--- src/shared/rcc_pkg.sv ---
// package: constants and types for the redundancy control command unit
package rcc_pkg;
  // ==========================================================
  // clock and link timing
  localparam int unsigned CLK_HZ = 125_000_000;
  localparam int unsigned BAUD = 9600;
  localparam int unsigned BIT_CYC = CLK_HZ / BAUD;
  localparam int unsigned DATA_BITS = 7;
  localparam int unsigned DRIVE_TIMEOUT_MS = 50;
  localparam int unsigned DRIVE_CYC = (CLK_HZ / 1000) * DRIVE_TIMEOUT_MS;
  // ==========================================================
  // packet characters
  localparam logic [6:0] CH_REQ_START = 7'h3c;
  localparam logic [6:0] CH_RSP_START = 7'h3e;
  localparam logic [6:0] CH_ADDR_TAG = 7'h41;
  localparam logic [6:0] CH_CTRL = 7'h58;
  localparam logic [6:0] CH_SET_SW = 7'h4f;
  localparam logic [6:0] CH_UNMUTE = 7'h50;
  localparam logic [6:0] CH_MUTE = 7'h53;
  localparam logic [6:0] CH_ONE = 7'h31;
  localparam logic [6:0] CH_END = 7'h23;
  localparam logic [6:0] CH_ZERO = 7'h30;
  localparam logic [15:0] CK_BIAS = 16'h0020;
  localparam logic [15:0] CK_MOD = 16'h005f;
  localparam logic [4:0] ADDR_MAX = 5'h10;
  // ==========================================================
  // status byte fields
  localparam int unsigned RS_WG_ERR = 4;
  localparam int unsigned RS_WG_PRESENT = 3;
  localparam int unsigned RS_NBR_ALARM = 2;
  localparam int unsigned RS_STANDBY = 1;
  localparam int unsigned RS_REDUNDANT = 0;
  localparam int unsigned AS_MUTE = 7;
  localparam int unsigned AS_SUMMARY = 2;
  localparam logic [7:0] STAT_RST = 8'h00;
  // ==========================================================
  // types
  typedef struct packed {
    logic ok;         // stop bit and even parity good
    logic [6:0] data; // character
  } rcc_char_t;

  typedef struct packed {
    logic fault;   // summary alarm
    logic present; // unit fitted
    logic muted;   // unit muted
    logic drive;   // driving the switch
    logic setup;   // set-up handed over
  } rcc_peer_t;
endpackage

--- src/design/rcc_unit.sv ---
// design: serial control command interpreter with 1:1 redundancy logic
`timescale 1ns/1ps
// Contract
// - control byte X, then one action letter
// - X O 1 drives switch to put us online
// - X P leaves mute, powers amplifier
// - X S mutes, disables amplifier
// - control commands get no response packet
// - link is 9600 baud, 7 data, even, 1 stop
// - one unit online, other on dummy load
// - online fault signals standby, standby takes over
// - fault with partner faulted/absent: no switching
// - alarm, serial command or knob cause transfer
// - reinstalled unit gets set-up, then goes online
// - auto switching can be off; alarms still reported
// - auto switch only online faulted, other standby
// - forced switch puts receiving unit online
// - muted unit unavailable as standby
// - sensed switch position sets online/standby status
// - manual switch change clears mute on both
// - faulted unit placed online switches back
// - request packet framing and address range
// - response packet framing; the unit has no transmitter and sends no responses
// - checksum is sum16(b-0x20) mod 0x5f plus 0x20
// - status bit1 standby, bit0 redundant
module rcc_unit #(
  parameter int unsigned BIT_CYCLES = rcc_pkg::BIT_CYC,
  parameter int unsigned DRIVE_CYCLES = rcc_pkg::DRIVE_CYC
) (
  input wire logic mclk_i,                // 125 MHz clock
  input wire logic resetn_i,              // async reset, active low
  input wire logic rxd_i,                 // serial receive line, idle high
  input wire logic [4:0] own_addr_i,      // unit address 0..16
  input wire logic redundant_i,           // fitted in a redundant pair
  input wire logic auto_en_i,             // automatic switching enabled
  input wire logic fault_i,               // own summary alarm
  input wire logic [6:0] alarms_i,        // other own alarm bits
  input wire logic wg_present_i,          // switch fitted
  input wire logic wg_online_i,           // switch routes us to antenna
  input wire rcc_pkg::rcc_peer_t nbr_i,   // neighbour status
  output rcc_pkg::rcc_peer_t self_o,      // our status to neighbour
  output logic wg_drive_o,                // drive switch toward us
  output logic mute_o,                    // amplifier stages disabled
  output logic online_o,                  // we are online
  output logic [7:0] alarm_status_byte_o, // alarm status byte
  output logic [7:0] redundancy_status_byte_o // redundancy status byte
);
  // ==========================================================
  // serial receiver, 7 data bits plus even parity plus stop
  typedef enum logic [1:0] {
    RX_IDLE = 2'b00,
    RX_START = 2'b01,
    RX_BITS = 2'b10,
    RX_STOP = 2'b11
  } rcc_rx_state_t;

  rcc_rx_state_t rx_state_reg;
  logic [13:0] rx_cnt_reg;
  logic [3:0] rx_idx_reg;
  logic [7:0] rx_sh_reg;
  rcc_pkg::rcc_char_t rx_char_reg;
  logic rx_stb_reg;
  logic rx_tick;

  assign rx_tick = (rx_cnt_reg == 14'h0000);

  // bit timing: half a bit to centre of start, then one bit per sample
  always_ff @(posedge mclk_i or negedge resetn_i) begin
    if (!resetn_i) begin
      rx_state_reg <= RX_IDLE;
      rx_cnt_reg <= 14'h0000;
      rx_idx_reg <= 4'h0;
      rx_sh_reg <= 8'h00;
      rx_char_reg <= '0;
      rx_stb_reg <= 1'b0;
    end else begin
      rx_stb_reg <= 1'b0;
      if (!rx_tick) begin
        rx_cnt_reg <= rx_cnt_reg - 14'h0001;
      end
      unique case (rx_state_reg)
        RX_IDLE: begin
          if (!rxd_i) begin
            rx_state_reg <= RX_START;
            rx_cnt_reg <= 14'(BIT_CYCLES / 2 - 1);
          end
        end
        RX_START: begin
          if (rx_tick) begin
            // a glitch shorter than half a bit is not a start
            rx_state_reg <= rxd_i ? RX_IDLE : RX_BITS;
            rx_cnt_reg <= 14'(BIT_CYCLES - 1);
            rx_idx_reg <= 4'h0;
          end
        end
        RX_BITS: begin
          if (rx_tick) begin
            rx_sh_reg <= {rxd_i, rx_sh_reg[7:1]}; // lsb first
            rx_cnt_reg <= 14'(BIT_CYCLES - 1);
            rx_idx_reg <= rx_idx_reg + 4'h1;
            if (rx_idx_reg == 4'(rcc_pkg::DATA_BITS)) begin
              rx_state_reg <= RX_STOP;
            end
          end
        end
        RX_STOP: begin
          if (rx_tick) begin
            rx_char_reg.data <= rx_sh_reg[6:0];
            rx_char_reg.ok <= rxd_i && !(^rx_sh_reg);
            rx_stb_reg <= 1'b1;
            rx_state_reg <= RX_IDLE;
          end
        end
      endcase
    end
  end

  // ==========================================================
  // packet parser
  typedef enum logic [2:0] {
    PK_IDLE = 3'b000,
    PK_ADDR_HI = 3'b001,
    PK_ADDR_LO = 3'b010,
    PK_TAG = 3'b011,
    PK_CMD = 3'b100,
    PK_BODY = 3'b101,
    PK_CHECK = 3'b110
  } rcc_pk_state_t;

  rcc_pk_state_t pk_state_reg;
  logic [15:0] pk_sum_reg;
  logic [4:0] pk_addr_reg;
  logic pk_ctrl_reg;
  logic [1:0] pk_nbody_reg;
  logic [6:0] pk_letter_reg;
  logic [6:0] pk_param_reg;
  logic cmd_online_reg;
  logic cmd_unmute_reg;
  logic cmd_mute_reg;
  logic [6:0] c;
  logic [15:0] sum_add;
  logic [6:0] ck_expect;

  // checksum of everything up to and including the end mark
  function automatic logic [6:0] ck_of(input logic [15:0] s);
    logic [15:0] m;
    m = (s % rcc_pkg::CK_MOD) + rcc_pkg::CK_BIAS;
    return m[6:0];
  endfunction

  function automatic logic is_digit(input logic [6:0] d);
    return (d >= rcc_pkg::CH_ZERO) && (d <= rcc_pkg::CH_ZERO + 7'h09);
  endfunction

  assign c = rx_char_reg.data;
  assign sum_add = pk_sum_reg + {9'h000, c} - rcc_pkg::CK_BIAS;
  assign ck_expect = ck_of(pk_sum_reg);

  // framing; any bad character or a new start abandons the packet
  always_ff @(posedge mclk_i or negedge resetn_i) begin
    if (!resetn_i) begin
      pk_state_reg <= PK_IDLE;
      pk_sum_reg <= 16'h0000;
      pk_addr_reg <= 5'h00;
      pk_ctrl_reg <= 1'b0;
      pk_nbody_reg <= 2'h0;
      pk_letter_reg <= 7'h00;
      pk_param_reg <= 7'h00;
      cmd_online_reg <= 1'b0;
      cmd_unmute_reg <= 1'b0;
      cmd_mute_reg <= 1'b0;
    end else begin
      cmd_online_reg <= 1'b0;
      cmd_unmute_reg <= 1'b0;
      cmd_mute_reg <= 1'b0;
      if (rx_stb_reg) begin
        pk_sum_reg <= sum_add;
        if (!rx_char_reg.ok) begin
          pk_state_reg <= PK_IDLE;
        end else if (c == rcc_pkg::CH_REQ_START &&
                     pk_state_reg != PK_CHECK) begin // check byte may be '<'
          pk_state_reg <= PK_ADDR_HI;
          pk_sum_reg <= {9'h000, c} - rcc_pkg::CK_BIAS;
        end else begin
          unique case (pk_state_reg)
            PK_IDLE: pk_state_reg <= PK_IDLE;
            PK_ADDR_HI: begin
              pk_addr_reg <= (c == rcc_pkg::CH_ONE) ? 5'h0a : 5'h00;
              pk_state_reg <= (is_digit(c) && c <= rcc_pkg::CH_ONE) ?
                              PK_ADDR_LO : PK_IDLE;
            end
            PK_ADDR_LO: begin
              pk_addr_reg <= pk_addr_reg + 5'(c - rcc_pkg::CH_ZERO);
              pk_state_reg <= is_digit(c) ? PK_TAG : PK_IDLE;
            end
            PK_TAG: begin
              pk_state_reg <= (c == rcc_pkg::CH_ADDR_TAG) ? PK_CMD : PK_IDLE;
            end
            PK_CMD: begin
              pk_ctrl_reg <= (c == rcc_pkg::CH_CTRL);
              pk_nbody_reg <= 2'h0;
              pk_letter_reg <= 7'h00;
              pk_param_reg <= 7'h00;
              pk_state_reg <= PK_BODY;
            end
            PK_BODY: begin
              if (c == rcc_pkg::CH_END) begin
                pk_state_reg <= PK_CHECK;
              end else begin
                if (pk_nbody_reg == 2'h0) begin
                  pk_letter_reg <= c;
                end else if (pk_nbody_reg == 2'h1) begin
                  pk_param_reg <= c;
                end
                if (pk_nbody_reg != 2'h3) begin
                  pk_nbody_reg <= pk_nbody_reg + 2'h1;
                end
              end
            end
            PK_CHECK: begin
              pk_state_reg <= PK_IDLE;
              if (c == ck_expect && pk_addr_reg == own_addr_i &&
                  pk_addr_reg <= rcc_pkg::ADDR_MAX && pk_ctrl_reg) begin
                unique case (pk_letter_reg)
                  rcc_pkg::CH_SET_SW: begin
                    cmd_online_reg <= pk_param_reg == rcc_pkg::CH_ONE;
                  end
                  rcc_pkg::CH_UNMUTE: cmd_unmute_reg <= 1'b1;
                  rcc_pkg::CH_MUTE: cmd_mute_reg <= 1'b1;
                  default: cmd_online_reg <= 1'b0;
                endcase
              end
            end
            default: pk_state_reg <= PK_IDLE;
          endcase
        end
      end
    end
  end
  // the unit has no transmitter: control packets are never answered
  // and no response framing is ever put on the line

  // ==========================================================
  // redundancy logic
  logic online_reg;
  logic online_d_reg;
  logic mute_reg;
  logic drive_reg;
  logic [22:0] drive_cnt_reg;
  logic wg_err_reg;
  logic setup_reg;
  logic nbr_present_d_reg;
  logic manual_chg;
  logic take_over;

  // a position change that neither unit commanded came from the knob
  assign manual_chg = (wg_online_i != online_d_reg) && !drive_reg &&
                      !nbr_i.drive;
  // standby takes over a faulted online partner, or one that hands it set-up
  assign take_over = !online_reg && !fault_i && !mute_reg &&
                     redundant_i && nbr_i.present &&
                     ((auto_en_i && nbr_i.fault) ||
                      nbr_i.setup);

  // switch position sets the online flag in a pair; a standalone unit is always online
  always_ff @(posedge mclk_i or negedge resetn_i) begin
    if (!resetn_i) begin
      online_reg <= 1'b0;
      online_d_reg <= 1'b0;
    end else begin
      online_reg <= redundant_i ? wg_online_i : 1'b1;
      online_d_reg <= wg_online_i;
    end
  end

  // mute: command sets or clears, a knob turn clears it in a pair
  always_ff @(posedge mclk_i or negedge resetn_i) begin
    if (!resetn_i) begin
      mute_reg <= 1'b0;
    end else if (cmd_mute_reg) begin
      mute_reg <= 1'b1;
    end else if (cmd_unmute_reg || (manual_chg && redundant_i)) begin
      mute_reg <= 1'b0;
    end
  end

  // drive the switch toward us; only the gaining unit ever drives, and
  // a lone faulted survivor moves it only on an X O 1 command
  always_ff @(posedge mclk_i or negedge resetn_i) begin
    if (!resetn_i) begin
      drive_reg <= 1'b0;
      drive_cnt_reg <= 23'h000000;
      wg_err_reg <= 1'b0;
    end else if (drive_reg) begin
      if (wg_online_i) begin
        drive_reg <= 1'b0;
        wg_err_reg <= 1'b0;
      end else if (drive_cnt_reg == 23'h000000) begin
        drive_reg <= 1'b0; // give up: switch stuck or absent
        wg_err_reg <= 1'b1;
      end else begin
        drive_cnt_reg <= drive_cnt_reg - 23'h000001;
      end
    end else if (redundant_i && wg_present_i && !wg_online_i &&
                 (cmd_online_reg || take_over)) begin
      drive_reg <= 1'b1;
      drive_cnt_reg <= 23'(DRIVE_CYCLES - 1);
    end
  end

  // set-up for a reinstalled partner, held until it is online
  always_ff @(posedge mclk_i or negedge resetn_i) begin
    if (!resetn_i) begin
      setup_reg <= 1'b0;
      nbr_present_d_reg <= 1'b0;
    end else begin
      nbr_present_d_reg <= nbr_i.present;
      if (!nbr_i.present || !online_reg) begin
        setup_reg <= 1'b0;
      end else if (!nbr_present_d_reg) begin
        setup_reg <= 1'b1;
      end
    end
  end

  // outputs and status bytes; alarms reported in either mode
  always_ff @(posedge mclk_i or negedge resetn_i) begin
    if (!resetn_i) begin
      self_o <= '0;
      wg_drive_o <= 1'b0;
      mute_o <= 1'b0;
      online_o <= 1'b0;
      alarm_status_byte_o <= rcc_pkg::STAT_RST;
      redundancy_status_byte_o <= rcc_pkg::STAT_RST;
    end else begin
      self_o.fault <= fault_i;
      self_o.present <= 1'b1;
      self_o.muted <= mute_reg;
      self_o.drive <= drive_reg;
      self_o.setup <= setup_reg;
      wg_drive_o <= drive_reg;
      mute_o <= mute_reg;
      online_o <= online_reg;
      alarm_status_byte_o <= {mute_reg, alarms_i[6:3], fault_i,
                              alarms_i[1:0]};
      redundancy_status_byte_o <= {3'b000, wg_err_reg, wg_present_i,
                                   nbr_i.fault, !online_reg,
                                   redundant_i};
    end
  end
endmodule

--- config.mk ---
export PLATFORM = sky130hd
export DESIGN_NAME = rcc_unit
export DESIGN_NICKNAME = d
export VERILOG_FILES = /design/src/shared/rcc_pkg.sv /design/src/design/rcc_unit.sv
export SDC_FILE = /design/constraint.sdc
export NUM_CORES = 1
export LEC_CHECK = 0
export BUFFER_PORTS_ARGS = -buffer_cell sky130_fd_sc_hd__buf_2
export CORE_MARGIN = 10
export CORE_UTILIZATION = 55
export DETAILED_ROUTE_END_ITERATION = 10
export HOLD_SLACK_MARGIN = 0.05
export PLACE_DENSITY = 0.72
export RECOVER_POWER = 50
export SLEW_MARGIN = 25
export SYNTH_ARGS = -nofsm -noshare
export SYNTH_HDL_FRONTEND = slang
export SYNTH_SLANG_ARGS = --single-unit
--- constraint.sdc ---
create_clock -name mclk_i -period 11.4 [get_ports mclk_i]
set_clock_uncertainty 0.1 [all_clocks]
set_input_delay 1.14 -clock mclk_i [delete_from_list [all_inputs] [get_ports mclk_i]]
set_output_delay 1.14 -clock mclk_i [all_outputs]
set_load 0.03 [all_outputs]
[After elaboration in Yosys (flattened, before gate mapping)]
Cells that the tools add are included.
Storage, ports and cells
  flip-flop bits (word level): 130
  bits of input ports: 25
  output and inout bits: 24
  word-level logic and storage cells: 213
Operators by class
  add/sub/neg operators: 10
  divide/modulo/power cells: 1
  magnitude comparators: 4
  equal/unequal tests: 39
  muxes and demuxes: 70
  bitwise gates (word level): 1
  reductions and logical operators: 55
Operators by type and width (count)
  23-bit two-way mux: 4
  14-bit two-way mux: 3
  7-bit == test, second input constant: 5
  7-bit two-way mux: 5
  16-bit two-way mux: 2
  1-bit two-way mux: 31
  7-bit by 6-bit == test with 1-bit output, second input constant: 4
  14-bit one-hot mux with 2 select lines: 1
  7-bit one-hot mux with 2 select lines: 2
  2-bit != test, second input constant: 13
  23-bit logical NOT: 1
  23-bit by 1-bit subtractor with 23-bit output, second input constant: 1
  2-bit two-way mux: 10
  1-bit logical AND: 19
  16-bit by 7-bit adder with 16-bit output: 1
  16-bit by 7-bit remainder unit with 16-bit output, second input constant: 1
  16-bit by 6-bit subtractor with 16-bit output, second input constant: 1
  3-bit one-hot mux with 5 select lines: 1
  7-bit by 6-bit <= comparator with 1-bit output, second input constant: 2
  14-bit logical NOT: 1
  14-bit by 1-bit subtractor with 14-bit output, second input constant: 1
  3-bit two-way mux: 4
  4-bit two-way mux: 3
  6-bit AND reduction: 2
  other kinds (36): 62

[Longest topological paths before layout]
  word-level depth: 11
  gate-level depth with buffers: 43
  mapped depth without buffers: 38

[Least setup slack after synthesis]
OpenSTA, ideal clock, no wires.
  path kind: reg2reg
  start point: reg pk_sum_reg[8]
  end point: reg cmd_mute_reg
  setup time: 0.101 ns
  arrival: 9.572 ns
  required time: 11.199 ns
  path slack: 1.627 ns
  stages on the path, launching flop included: 41
  path buffers: 2
  period minus slack after synthesis: 9.773 ns
  cells stage by stage: dfrtp_1 -> inv_1 -> ha_1 -> and4b_1 -> and4_1 -> buf_4 -> o211ai_1 -> nand2_1 -> a311oi_4 -> mux2_2 -> o2111ai_1 -> nand2_1 -> o211ai_4 -> xnor2_2 -> a2111oi_4 -> nor3_2 -> or2_4 -> o41a_1 -> (+5 left out) -> a21oi_1 -> a21oi_1 -> ha_1 -> nand3_1 -> a2111oi_0 -> o211ai_1 -> a22oi_2 -> or2_1 -> buf_4 -> xnor2_1 -> ha_1 -> nand3_1 -> mux2i_1 -> a21oi_1 -> o21a_1 -> a21oi_1 -> xnor3_1 -> nor4_1
Between the ends
  longest elaborated chain between the ends: 11
Ends and longest elaborated chain
  start: declaration: RTL line rcc_unit.sv:131  | logic [15:0] pk_sum_reg;
  start signal: assignment: RTL line rcc_unit.sv:177  | pk_sum_reg <= sum_add;
  start signal: assignment: RTL line rcc_unit.sv:183  | pk_sum_reg <= {9'h000, c} - rcc_pkg::CK_BIAS;
  16-bit by 7-bit remainder unit with 16-bit output: RTL line rcc_unit.sv:147  | m = (s % rcc_pkg::CK_MOD) + rcc_pkg::CK_BIAS;
  7-bit by 6-bit adder with 7-bit output: RTL line rcc_unit.sv:147
  7-bit == test: RTL line rcc_unit.sv:222  | if (c == ck_expect && pk_addr_reg == own_addr_i &&
  1-bit logical AND (2 in a row): RTL line rcc_unit.sv:222
  1-bit logical AND: RTL line rcc_unit.sv:223  | pk_addr_reg <= rcc_pkg::ADDR_MAX && pk_ctrl_reg) begin
  1-bit two-way mux: RTL line rcc_unit.sv:222
  1-bit two-way mux: RTL line rcc_unit.sv:185  | unique case (pk_state_reg)
  1-bit two-way mux: RTL line rcc_unit.sv:180  | end else if (c == rcc_pkg::CH_REQ_START &&
  1-bit two-way mux: RTL line rcc_unit.sv:178  | if (!rx_char_reg.ok) begin
  1-bit two-way mux: RTL line rcc_unit.sv:176  | if (rx_stb_reg) begin
  end signal: assignment: RTL line rcc_unit.sv:171  | cmd_mute_reg <= 1'b0;
  end signal: assignment: RTL line rcc_unit.sv:175  | cmd_mute_reg <= 1'b0;
  end signal: assignment: RTL line rcc_unit.sv:229  | rcc_pkg::CH_MUTE: cmd_mute_reg <= 1'b1;
  end: declaration: RTL line rcc_unit.sv:139  | logic cmd_mute_reg;
Every way passes these cells.
A chain may end at the register's enable or synchronous reset.

[Worst setup path after layout]
  start point: reg pk_sum_reg[10]
  end point: reg cmd_mute_reg
Same word-level chain as after synthesis.

==> flow_summary.toml <==
[timing]
timing_worst_slew_pin_value_ns = 4.10
grt_setup_unrepaired = "no"
setup-tns-final_ns = 0
period_needed_ns = 10.62
final_max_slew_viol_count = 131
final_setup_violations = 0
clock.fmax_mhz = 94.2
final-hold-violation-count = 0
part_of_the_cycle_the_worst_path_needs_pct = 93.1
relSlewSlack_pct = -173

[setup_path]
worstSetupStartpointType = "register"
worstSetupPathType = "register to register"
critical_path_peak_fanout = 9
timing.reg2reg.worst_path_depth = 37
timing.rr.end = "cmd_mute_reg$_DFF_PN0_"
crit_path_top_delay_cell = "a222oi_1"
cp_num_buf_inv = 0
crit_end_element = "register"
cpPeakStageDelay_ns = 0.64
worst_path_most_repeated_cell = "a21oi_1"
reg2reg_slack_ns = 0.78
rr_startpoint = "pk_sum_reg[10]$_DFFE_PN0P_"
worst_ep_required_time_ns = 11.60
cp.arrival_ns = 10.82
cpLargestDelayFamily = "compound AO/OA/AOI/OAI gates"

[status]
status = "complete, but fails checks"
violations = "max-capacitance violations, max-slew violations"

[logic_synthesis]
postSynthCellCount = 1292
synth_top_cells_by_area = "dfrtp_1 29%, ha_1 6.1%, xnor2_1 5.5%"
post_synth_arst_share_pct = 100
dominantRegCellSynth = "dfrtp_1"
synth_edf_count = 0
seq_area_frac_synth_pct = 29.3
synth_cell_type_count = 119
ys_ff_latch = 128
post-synth-top-area-cell = "dfrtp_1"
yosysWarningCount = 0
synth.most_common_cell = "nand2_1"
yosysTopAreaCellShare_pct = 29.3
synth.cells.most_frequent = "137 x nand2_1, 128 x dfrtp_1, 99 x nor2_1"
synth.cell_area_mm2 = 0.0109
post_synth.cell_area_avg_um2 = 8.46

[placed_design]
finalWeightedCongestion = 0.907
portBuffers = 43
post-dp-hpwl_um = 19500
dpl-instance-area_mm2 = 0.0114
dpl.cell_count = 1571

[hold_path]
holdPathStages = 0
holdCritStartpoint = "setup_reg$_DFFE_PN0P_"
min-delay-path-class = "register to register"
hold-path-endpoint = "self_o[0]$_DFF_PN0_"

[die]
chipWidth_um = 161
total_die_area_mm2 = 0.0259
die_y_um = 161
coreArea_mm2 = 0.0195
start_util_pct = 56.0
ioPinCount = 49
rows = 51

[clock_tree]
clk-insertion-delay-late_ns = 0.41
tritoncts_num_sinks = 128
htree_levels = 4
worst_setup_hold_path_clk_slew_ns = 0.06
cts_tree = "built"
ctsLongestPathBuffers = 2
ctsHoldBuffers = 0
cts_inserted_buffers = 17
clock_root_buffer_master = "clkbuf_16"

[final_layout]
layout-drive-gt1-share_pct = 13.0
num_antenna_cells = 0
layout.cells.non_filler = 1610
max_reg_flops = 23
nNetsFinal = 1412
area_growth_pct = 10.6
final_design_area_no_fill_mm2 = 0.0121

[drt]
drtPass1Iterations = 5
route.detailed.wl_per_inst_um = 16.7
totalWireLength_um = 27000
drt_iter0_drc = 550
antenna_violating_nets_post_route = 0
vias_per_cell = 6.16
routed-via-count = 9922
route.detailed.drc = 0

[grt]
first_global_vias = 9540
overflow = 0
grt_pass1_wl_um = 45600
track_usage_pct = 20.4
pin_count_of_the_biggest_net_entering_global_routing = 78
grt_antenna_before_repair = 0

[flow_run]
max_cap_viol_count = 2
[kinds of logic after synthesis]
group | share of synthesized area [%]
buffers and inverters | 3.87
other | 0.0687
AOI/OAI and AO/OA | 26.4
DFF | 29.3
xor gates and xnor gates | 8.26
muxes | 2.95
and+or+nand+nor | 22.6
adders and majority gates | 6.53
[per-stage QoR]
step / utilization, % / hold slack [ns] / worst slack (ns)
4_1_cts: 61.4 / 0.288 / 0.292
2_1_floorplan: - / 0.254 / 1.63
6_report: 61.9 / 0.282 / 0.784
3_3_place_gp: 58.3 / 0.267 / 0.691
5_1_grt: 61.9 / 0.313 / 0.0155
3_5_place_dp: 58.3 / 0.272 / 0.477
[per-layer routing]
metal | track usage [%] | vias up | share of wire, % | wire, um
met5 | 0 | - | 0 | 0
met4 | 6.20 | 0 | 1.4 | 380
met3 | 2.74 | 33 | 3.9 | 1050
met2 | 33.3 | 245 | 48 | 13000
met1 | 27.3 | 4753 | 47 | 12600
li1 | - | 4891 | - | -
[placed cells by master (no fill, tap or decap), drive strengths merged, types with 18 or more instances in the layout]
cell type,n
o211ai,18
buf,49
clkbuf,40
a21o,27
nor2,101
nand2,139
ha,53
mux2,18
dfrtp,128
xnor2,71
nor3,52
nand3,41
inv,47
o21ai,105
a21oi,89
nor4,21
xor2,23
and2,20
[final cells by class]
type | instances | area [um2]
Clock buffer | 20 | 457
Timing Repair Buffer | 69 | 383
Clock inverter | 12 | 156
Sequential cell | 128 | 3200
Tap cell | 265 | 332
Multi-Input combinational cell | 1070 | 7380
Fill cell | 1715 | 7450
Inverter | 46 | 173
[timing repair]
action | CTS | global route
setup buffers | 0 | 7
endpoints found under the hold margin | 0 | 0
endpoints found under the setup margin | 0 | 3
resized for setup | 0 | 15
[worst max-delay path by stage]
stage          slack [ns]  depth (start not counted)                       start                        to
2_1_floorplan        1.63                         40   pk_sum_reg[8]$_DFFE_PN0P_    cmd_mute_reg$_DFF_PN0_
3_3_place_gp         0.69                         37   pk_sum_reg[9]$_DFFE_PN0P_  cmd_online_reg$_DFF_PN0_
3_5_place_dp         0.48                         37   pk_sum_reg[9]$_DFFE_PN0P_    cmd_mute_reg$_DFF_PN0_
4_1_cts              0.29                         37   pk_sum_reg[9]$_DFFE_PN0P_    cmd_mute_reg$_DFF_PN0_
5_1_grt              0.02                         37  pk_sum_reg[12]$_DFFE_PN0P_    cmd_mute_reg$_DFF_PN0_
6_report             0.78                         37  pk_sum_reg[10]$_DFFE_PN0P_    cmd_mute_reg$_DFF_PN0_
Power is not shown: default switching activity piles up to over one toggle a cycle in this logic, so the estimate is an artifact.
